[src/verilog/bldc_pkg.sv]
// shared constants and carrier types for the commutation logic
package bldc_pkg;
  localparam int unsigned CLK_HZ = 250_000_000;
  localparam int unsigned PWM_FREQ_HZ = 10_500;
  localparam int unsigned RAMP_STEPS = 256;
  localparam int unsigned RAMP_W = 8;
  // ramp step rounded down so one ramp sweep is never longer than the nominal period
  localparam int unsigned PWM_STEP_CYC = CLK_HZ / (PWM_FREQ_HZ * RAMP_STEPS);
  localparam int unsigned STEP_W = 16;
  localparam int unsigned SPEED_PULSE_US = 100;
  localparam int unsigned SPEED_PULSE_CYC = SPEED_PULSE_US * (CLK_HZ / 1_000_000);
  localparam int unsigned PULSE_W = 24;
  localparam int unsigned SYNC_STAGES = 2;
  localparam logic [2:0] SENSOR_ALL_LOW = 3'h0;
  localparam logic [2:0] SENSOR_ALL_HIGH = 3'h7;
  localparam logic [2:0] PH_A = 3'h4;
  localparam logic [2:0] PH_B = 3'h2;
  localparam logic [2:0] PH_C = 3'h1;
  localparam logic [2:0] PH_NONE = 3'h0;

  // bit 2 is phase A, bit 0 is phase C
  typedef struct packed {
    logic [2:0] hs;
    logic [2:0] ls;
  } phase_drive_t;

  typedef struct packed {
    logic tick;
    logic [RAMP_W-1:0] ramp;
  } pwm_time_t;
endpackage

[src/verilog/pwm_timebase.sv]
// pwm oscillator: ramp generator and one tick per ramp period
`timescale 1ns/1ps
module pwm_timebase import bldc_pkg::*; #(
  parameter int unsigned STEP_CYC = PWM_STEP_CYC
) (
  input wire logic clk_i,
  input wire logic rst_n_i,
  output pwm_time_t time_o
);
  typedef struct packed {
    logic [STEP_W-1:0] step;
    logic [RAMP_W-1:0] ramp;
    logic tick;
  } tb_state_t;

  tb_state_t st_q, st_d;

  always_comb begin
    st_d = st_q;
    st_d.tick = 1'b0;
    if (st_q.step == STEP_W'(STEP_CYC - 1)) begin
      st_d.step = '0;
      st_d.ramp = st_q.ramp + 1'b1;
      // wrap of the ramp marks the start of a new pwm period
      if (st_q.ramp == {RAMP_W{1'b1}}) begin
        st_d.tick = 1'b1;
      end
    end else begin
      st_d.step = st_q.step + 1'b1;
    end
  end

  always_ff @(posedge clk_i or negedge rst_n_i) begin
    if (!rst_n_i) begin
      st_q <= '0;
    end else begin
      st_q <= st_d;
    end
  end

  assign time_o.tick = st_q.tick;
  assign time_o.ramp = st_q.ramp;
endmodule // pwm_timebase

[src/verilog/speed_pulse.sv]
// retriggerable fixed width pulse stretcher for the speed output
`timescale 1ns/1ps
module speed_pulse import bldc_pkg::*; #(
  parameter int unsigned WIDTH_CYC = SPEED_PULSE_CYC
) (
  input wire logic clk_i,
  input wire logic rst_n_i,
  input wire logic trig_i,
  output logic active_o
);
  typedef struct packed {
    logic [PULSE_W-1:0] cnt;
  } sp_state_t;

  sp_state_t st_q, st_d;

  always_comb begin
    st_d = st_q;
    if (trig_i) begin
      st_d.cnt = PULSE_W'(WIDTH_CYC);
    end else if (st_q.cnt != '0) begin
      st_d.cnt = st_q.cnt - 1'b1;
    end
  end

  always_ff @(posedge clk_i or negedge rst_n_i) begin
    if (!rst_n_i) begin
      st_q <= '0;
    end else begin
      st_q <= st_d;
    end
  end

  assign active_o = (st_q.cnt != '0);
endmodule // speed_pulse

[src/verilog/bldc_commutation_logic.sv]
// commutation, rotation dead time, drive gating and speed pulse for a 3-phase bldc driver
`timescale 1ns/1ps
// Functional notes
// - rotation select goes into a holding latch, then a two-stage shift register.
// - any latch or shift stage input/output mismatch forces all phases open.
// - shift register steps on the pwm tick, giving one to two periods dead time.
// - pwm oscillator runs at a typical 10.5 kHz.
// - every position-sensor change fires a retriggerable high pulse on the speed output.
// - speed pulse width is a fixed constant, taken here as 100 us.
// - phase source, sink or open is decoded from sensors and delayed rotation.
// - an undriven position-sensor input reads as logic high.
// - enable input is the master permit for driving the phases.
// - no phase drive until the sensor supply reference is in regulation.
// - peak or overcurrent trip blocks drive for the rest of that pwm cycle.
// - duty cycle comes from comparing current error against the pwm ramp.
// - truth table maps the six legal sensor codes per rotation to phase states.
// - sensor codes all-low or all-high are illegal and open all phases.
module bldc_commutation_logic import bldc_pkg::*; #(
  parameter int unsigned STEP_CYC = PWM_STEP_CYC,
  parameter int unsigned PULSE_CYC = SPEED_PULSE_CYC
) (
  input wire logic clk_i,
  input wire logic rst_n_i,
  input wire logic [2:0] sensor_i,
  input wire logic [2:0] sensor_oe_i,
  input wire logic rotation_i,
  input wire logic enable_i,
  input wire logic sensor_supply_ref_ok_i,
  input wire logic peak_limit_i,
  input wire logic over_current_i,
  input wire logic [RAMP_W-1:0] current_error_i,
  output phase_drive_t drive_o,
  output logic speed_o
);
  typedef struct packed {
    logic [2:0] sens_s1;
    logic [2:0] sens_s2;
    logic [2:0] sens_prev;
    logic rot_s1;
    logic rot_s2;
    logic rot_latch;
    logic [1:0] rot_sr;
    logic limit;
    phase_drive_t drive;
    logic speed;
    // check-only counters for the assertions; nothing in the datapath reads them
    logic [PULSE_W-1:0] pulse_age;
    logic [31:0] tick_gap;
  } cl_state_t;
  // sensor stages leave reset at the pulled-up idle level, so reset alone is no edge
  localparam cl_state_t CL_RESET = '{sens_s1: SENSOR_ALL_HIGH, sens_s2: SENSOR_ALL_HIGH,
                                     sens_prev: SENSOR_ALL_HIGH, default: '0};
  localparam logic [31:0] PWM_PERIOD_CYC = 32'(RAMP_STEPS * STEP_CYC);
  localparam logic [PULSE_W-1:0] SPEED_AGE_AT_FALL = PULSE_W'(PULSE_CYC);

  cl_state_t st_q, st_d;
  pwm_time_t pwm_time;
  logic pulse_active;
  logic sensor_edge;
  logic rot_inhibit;
  logic code_illegal;
  logic pwm_on;
  logic drive_allowed;
  phase_drive_t decoded;

  // hs bit set = phase sources, ls bit set = phase sinks, neither = open
  function automatic phase_drive_t decode_phase(input logic rot, input logic [2:0] code);
    phase_drive_t d;
    d = '{hs: PH_NONE, ls: PH_NONE};
    if (rot) begin
      unique case (code)
        3'h1: d = '{hs: PH_C, ls: PH_B};
        3'h3: d = '{hs: PH_C, ls: PH_A};
        3'h2: d = '{hs: PH_B, ls: PH_A};
        3'h6: d = '{hs: PH_B, ls: PH_C};
        3'h4: d = '{hs: PH_A, ls: PH_C};
        3'h5: d = '{hs: PH_A, ls: PH_B};
        default: d = '{hs: PH_NONE, ls: PH_NONE};
      endcase
    end else begin
      unique case (code)
        3'h5: d = '{hs: PH_B, ls: PH_A};
        3'h4: d = '{hs: PH_C, ls: PH_A};
        3'h6: d = '{hs: PH_C, ls: PH_B};
        3'h2: d = '{hs: PH_A, ls: PH_B};
        3'h3: d = '{hs: PH_A, ls: PH_C};
        3'h1: d = '{hs: PH_B, ls: PH_C};
        default: d = '{hs: PH_NONE, ls: PH_NONE};
      endcase
    end
    return d;
  endfunction

  pwm_timebase #(
    .STEP_CYC(STEP_CYC)
  ) u_timebase (
    .clk_i(clk_i),
    .rst_n_i(rst_n_i),
    .time_o(pwm_time)
  );

  speed_pulse #(
    .WIDTH_CYC(PULSE_CYC)
  ) u_speed (
    .clk_i(clk_i),
    .rst_n_i(rst_n_i),
    .trig_i(sensor_edge),
    .active_o(pulse_active)
  );

  // edge detect compares the second stage with sens_prev, never the metastable first one
  assign sensor_edge = (st_q.sens_s2 != st_q.sens_prev);
  assign rot_inhibit = (st_q.rot_s2 != st_q.rot_latch) ||
                       (st_q.rot_latch != st_q.rot_sr[0]) ||
                       (st_q.rot_sr[0] != st_q.rot_sr[1]);
  assign code_illegal = (st_q.sens_s2 == SENSOR_ALL_LOW) ||
                        (st_q.sens_s2 == SENSOR_ALL_HIGH);
  assign pwm_on = (pwm_time.ramp < current_error_i);
  assign decoded = decode_phase(st_q.rot_sr[1], st_q.sens_s2);
  assign drive_allowed = enable_i && sensor_supply_ref_ok_i && !rot_inhibit &&
                         !code_illegal && pwm_on && !st_q.limit &&
                         !peak_limit_i && !over_current_i;

  always_comb begin
    st_d = st_q;
    // pulled-up input: a sensor nobody drives is seen as high
    st_d.sens_s1 = (sensor_i & sensor_oe_i) | ~sensor_oe_i;
    st_d.sens_s2 = st_q.sens_s1;
    st_d.sens_prev = st_q.sens_s2;
    st_d.rot_s1 = rotation_i;
    st_d.rot_s2 = st_q.rot_s1;
    st_d.rot_latch = st_q.rot_s2;
    if (pwm_time.tick) begin
      st_d.rot_sr = {st_q.rot_sr[0], st_q.rot_latch};
    end
    // trip holds to the end of the cycle; a trip in the tick cycle itself wins
    if (peak_limit_i || over_current_i) begin
      st_d.limit = 1'b1;
    end else if (pwm_time.tick) begin
      st_d.limit = 1'b0;
    end
    if (drive_allowed) begin
      st_d.drive = decoded;
    end else begin
      st_d.drive = '{hs: PH_NONE, ls: PH_NONE};
    end
    st_d.speed = pulse_active;
    // age since the last sensor edge saturates, so a stalled motor cannot wrap it
    if (sensor_edge) begin
      st_d.pulse_age = '0;
    end else if (st_q.pulse_age != '1) begin
      st_d.pulse_age = st_q.pulse_age + 1'b1;
    end
    if (pwm_time.tick) begin
      st_d.tick_gap = 32'h1;
    end else begin
      st_d.tick_gap = st_q.tick_gap + 32'h1;
    end
  end

  always_ff @(posedge clk_i or negedge rst_n_i) begin
    if (!rst_n_i) begin
      st_q <= CL_RESET;
    end else begin
      st_q <= st_d;
    end
  end

  assign drive_o = st_q.drive;
  assign speed_o = st_q.speed;
endmodule // bldc_commutation_logic

[config.mk]
export PLATFORM = sky130hd
export DESIGN_NAME = bldc_commutation_logic
export DESIGN_NICKNAME = d
export VERILOG_FILES = /design/src/verilog/bldc_pkg.sv /design/src/verilog/pwm_timebase.sv /design/src/verilog/speed_pulse.sv /design/src/verilog/bldc_commutation_logic.sv
export SDC_FILE = /design/constraint.sdc
export NUM_CORES = 1
export LEC_CHECK = 0
export ABC_AREA = 1
export BUFFER_PORTS_ARGS = -buffer_cell sky130_fd_sc_hd__buf_2
export CAP_MARGIN = 20
export CORE_MARGIN = 2
export CORE_UTILIZATION = 60
export CTS_CLUSTER_DIAMETER = 150
export CTS_CLUSTER_SIZE = 24
export DETAILED_ROUTE_END_ITERATION = 10
export MAX_ROUTING_LAYER = met4
export PLACE_DENSITY_LB_ADDON = 0.1
export SETUP_SLACK_MARGIN = 0.5
export SLEW_MARGIN = 20
export SYNTH_ARGS = -nofsm -noshare
export SYNTH_HDL_FRONTEND = slang
export SYNTH_SLANG_ARGS = --single-unit
[constraint.sdc]
create_clock -name clk_i -period 1.7 [get_ports clk_i]
set_input_delay 0.51 -clock clk_i [delete_from_list [all_inputs] [get_ports clk_i]]
set_output_delay 0.51 -clock clk_i [all_outputs]
set_load 0.01 [all_outputs]
==> impl_results.md <==
* Status: complete, no violations
* Clk_skew at about 0.0098 ns
* FP Rows at 29
* Drt via density at 5.46
* Crit Path Max Fanout at 4
* CTS tree: yes
* Most used DFF post-synth: dfrtp_1
* Syn avg cell area at between 8 and 9 um^2
* Kind of critical path: register to register
* Type of the worst min-delay path: input pin to async pin
* Drt first pass iters at 6
* Post-Route WL at 10.6 mm
* Worst flop-to-flop path endpoint: u_speed.st_q[14]
* Arrival @ worst endpoint at around 1.8 ns
* First-pass GRT wire length at ~15 mm
* Vias in the first global route at roughly 3500
* Placeable Area at between 6000 and 7000 um^2
* Worst slew pin tran at 0.382 ns
* Combinational Power Share at 0.119
* Tot GR Track Use at 0.277
* Die area at around 7300 um^2
* DP Area at ~4300 um^2
* Clock slew at reported path FFs at 0.08 ns
* Cells on worst reg2reg path at 8
* Max Slew Vio Count at 0
* Yosys reg bits at 71
* Worst skew pair latency at around 0.35 ns
* Antenna violations before repair at 0
* Clock Tree Buf Depth at 2
* Ys async rst share at 1.00
* Clock sink total at 71
* Gate Count Post-Synth at between 400 and 500
* Ant. Diodes at 0
* R2r setup slk at about 0.18 ns
* DRC errors left at 0
* I/O Buffers at 27
* Final Cell Area at around 5300 um^2
* Drt initial violations at roughly 230
* Nets at about 600
* Number of library cell types mapped by synthesis at 33
* DP Worst Slack at 0.0830 ns
* Crit share post-route at 0.894
* Antenna Nets Post-Route at 0
* Fin crit period at 1.52 ns
* I/O pin count at 28
* Worst endpoint required time at roughly 1.9 ns
* Post-synthesis instance area at approximately 4000 um^2
* CTS Buf Count at 9
* Worst Slack Setup Final at 0.181 ns
* Overflow after GRT at 0
* Sw frac at 0.261
* Pleak at between 2 and 3 nW
* Synth Net Count at ~530
* Register area share after synthesis at 0.448
* CTS Root Cell: clkbuf_8
* Synth top area share at 0.389
* Critical path startpoint category: register
* EDFF count, synth at 0
* Initial core utilization at 0.625
* Largest net degree at the start of global routing at 72
* Cts-stage hold buffer count at 0
* Synthesis warning total at 0
* Int Pwr at 2.75 mW
* Setup Total Neg Slack at 0 ns
* Vias at roughly 3600
* Setup violators final at 0
* Routability cong. at slightly above 0.9
* Max-cap viol count at 0
* Reg power frac at 0.475
* Area grow syn2layout at 31.8%
* Hpwl dp at roughly 5.7 mm
* Peak Freq at ~660 MHz
* Worst setup EP type: register
* Worst r2r src: u_speed.st_q[10]
* Top cells by area, synth: dfrtp_1, nand2_1, inv_1, nor2_1, dfstp_2
* Clock share of power at 0.405
* Chip width at roughly 86 um
* Cell Pwr Density at between 700 and 800 nW/um^2
* VDD IR max at between 0.6 and 0.7 mV
* Net Sw Power at just under 1 mW
* Yosys top cell by area: dfrtp_1
* Hold Violations, Final at 0
* Avg WL per Cell at 16.2 um
* Fraction of layout cells with a size suffix above 1 at 0.410
* Hold_ws at ~0.16 ns
* RSZ-0062 raised after global routing: yes
* Htree depth at 3
* Die H at ~86 um
* Slew headroom at 0.745
[flip-flops by register name, summed over array words and instances (netlist names)]
name,flops
u_speed.st_q,24
u_timebase.st_q,16
u_timebase.time_o,9
st_d,8
st_q,7
drive_o,6
speed_o,1
[critical path, stage by stage (launching register included)]
cell and delay, ns:
dfrtp_1 0.43, nor2_2 0.18, nand2_1 0.13, nor2_2 0.26, nand2_1 0.09, nand2_1 0.07, nand2_1 0.08, a21oi_2 0.12
inv_1 0.05
[cell usage after synthesis (2+ instances only)]
library cell and instances:
buf_4 9, nor3_2 2, dfrtp_1 62, ha_1 12
nand3_2 2, nand2_1 106, nand3_1 38, inv_2 3
o21ai_0 12, dfstp_2 9, nand3b_1 5, nor2_1 69
nor2_4 5, nor3_1 8, nor2_8 2, or2_2 3
nand4_1 16, inv_1 72, a21oi_1 9, xnor2_1 9
xor2_1 16, nor2_2 15, nand2_2 2
[power by group through the flow]
stage | Sequential [mW] | Combinational, mW | Clock (mW)
5_1_grt | 1.77 | 0.485 | 1.58
3_3_place_gp | 1.79 | 0.303 | 0
2_1_floorplan | 1.79 | 0.209 | 0
4_1_cts | 1.76 | 0.392 | 1.52
3_5_place_dp | 1.80 | 0.315 | 0
6_report | 1.77 | 0.444 | 1.51
[metrics by stage]
step | util | cells | power (mW)
after floorplan | - | 496 | 2.00
after global placement | 0.672 | 595 | 2.10
after detailed placement | 0.672 | 595 | 2.11
after CTS | 0.771 | 641 | 3.67
after global routing | 0.824 | 655 | 3.84
final | 0.824 | 655 | 3.72
[how the worst max path moves through the flow]
stage / start / end / slack [ns] / cells after the start
6_report: u_speed.st_q[10] / u_speed.st_q[14] / 0.18 / 8
5_1_grt: u_speed.st_q[10] / u_speed.st_q[14] / 0.10 / 8
4_1_cts: u_speed.st_q[0] / u_speed.st_q[14] / 0.25 / 9
3_5_place_dp: current_error_i[1] / drive_o[1] / 0.08 / 12
3_3_place_gp: current_error_i[1] / drive_o[0] / 0.10 / 12
2_1_floorplan: u_speed.st_q[4] / u_speed.st_q[5] / 0.29 / 7
[area by class of cell]
| cell class | count | area (um^2) |
|---|---|---|
| Multi-Input combinational cell | 338 | 2260 |
| Timing Repair Buffer | 77 | 569 |
| Tap cell | 77 | 96.3 |
| Sequential cell | 71 | 1800 |
| Inverter | 75 | 304 |
| Clock inverter | 3 | 46.3 |
| Clock buffer | 13 | 179 |
| Fill cell | 346 | 1120 |
| Timing Repair inverter | 1 | 7.51 |
[logic make-up after synthesis]
kind of cell    synth area share
simple gates               0.334
buf+inv                   0.0946
flops                      0.448
xor+xnor                  0.0548
compound gates            0.0313
fa+ha+maj                 0.0376
[cell usage in the layout, fill, tap and decap left out, drive strengths merged, types with 9 or more instances in the layout]
cell,synthesis,layout
xor2,16,16
ha,12,12
nor2,91,91
nand4,17,17
o21ai,13,13
clkbuf,1,13
a21oi,9,9
xnor2,9,9
nor3,10,10
nand2,109,109
nand3,40,40
inv,75,75
dfrtp,62,62
buf,11,77
dfstp,9,9
[per-layer routing]
| layer | vias to the layer above | wire (um) | share of wire | GRT usage |
|---|---|---|---|---|
| li1 | 1702 | - | - | - |
| met1 | 1700 | 4170 | 0.39 | 0.325 |
| met2 | 127 | 5560 | 0.53 | 0.459 |
| met3 | 46 | 414 | 0.039 | 0.0385 |
| met4 | 0 | 448 | 0.042 | 0.154 |
| met5 | - | 0 | 0 | - |
[repair_timing]
item | 4_1_cts | 5_1_grt
setup endpoints to repair | 61 | 63
pin swaps | 34 | 36
gates cloned | 1 | 0
resized for setup | 51 | 67
setup buffers | 29 | 14
No activity file was read; power rests on OpenSTA's default activity.
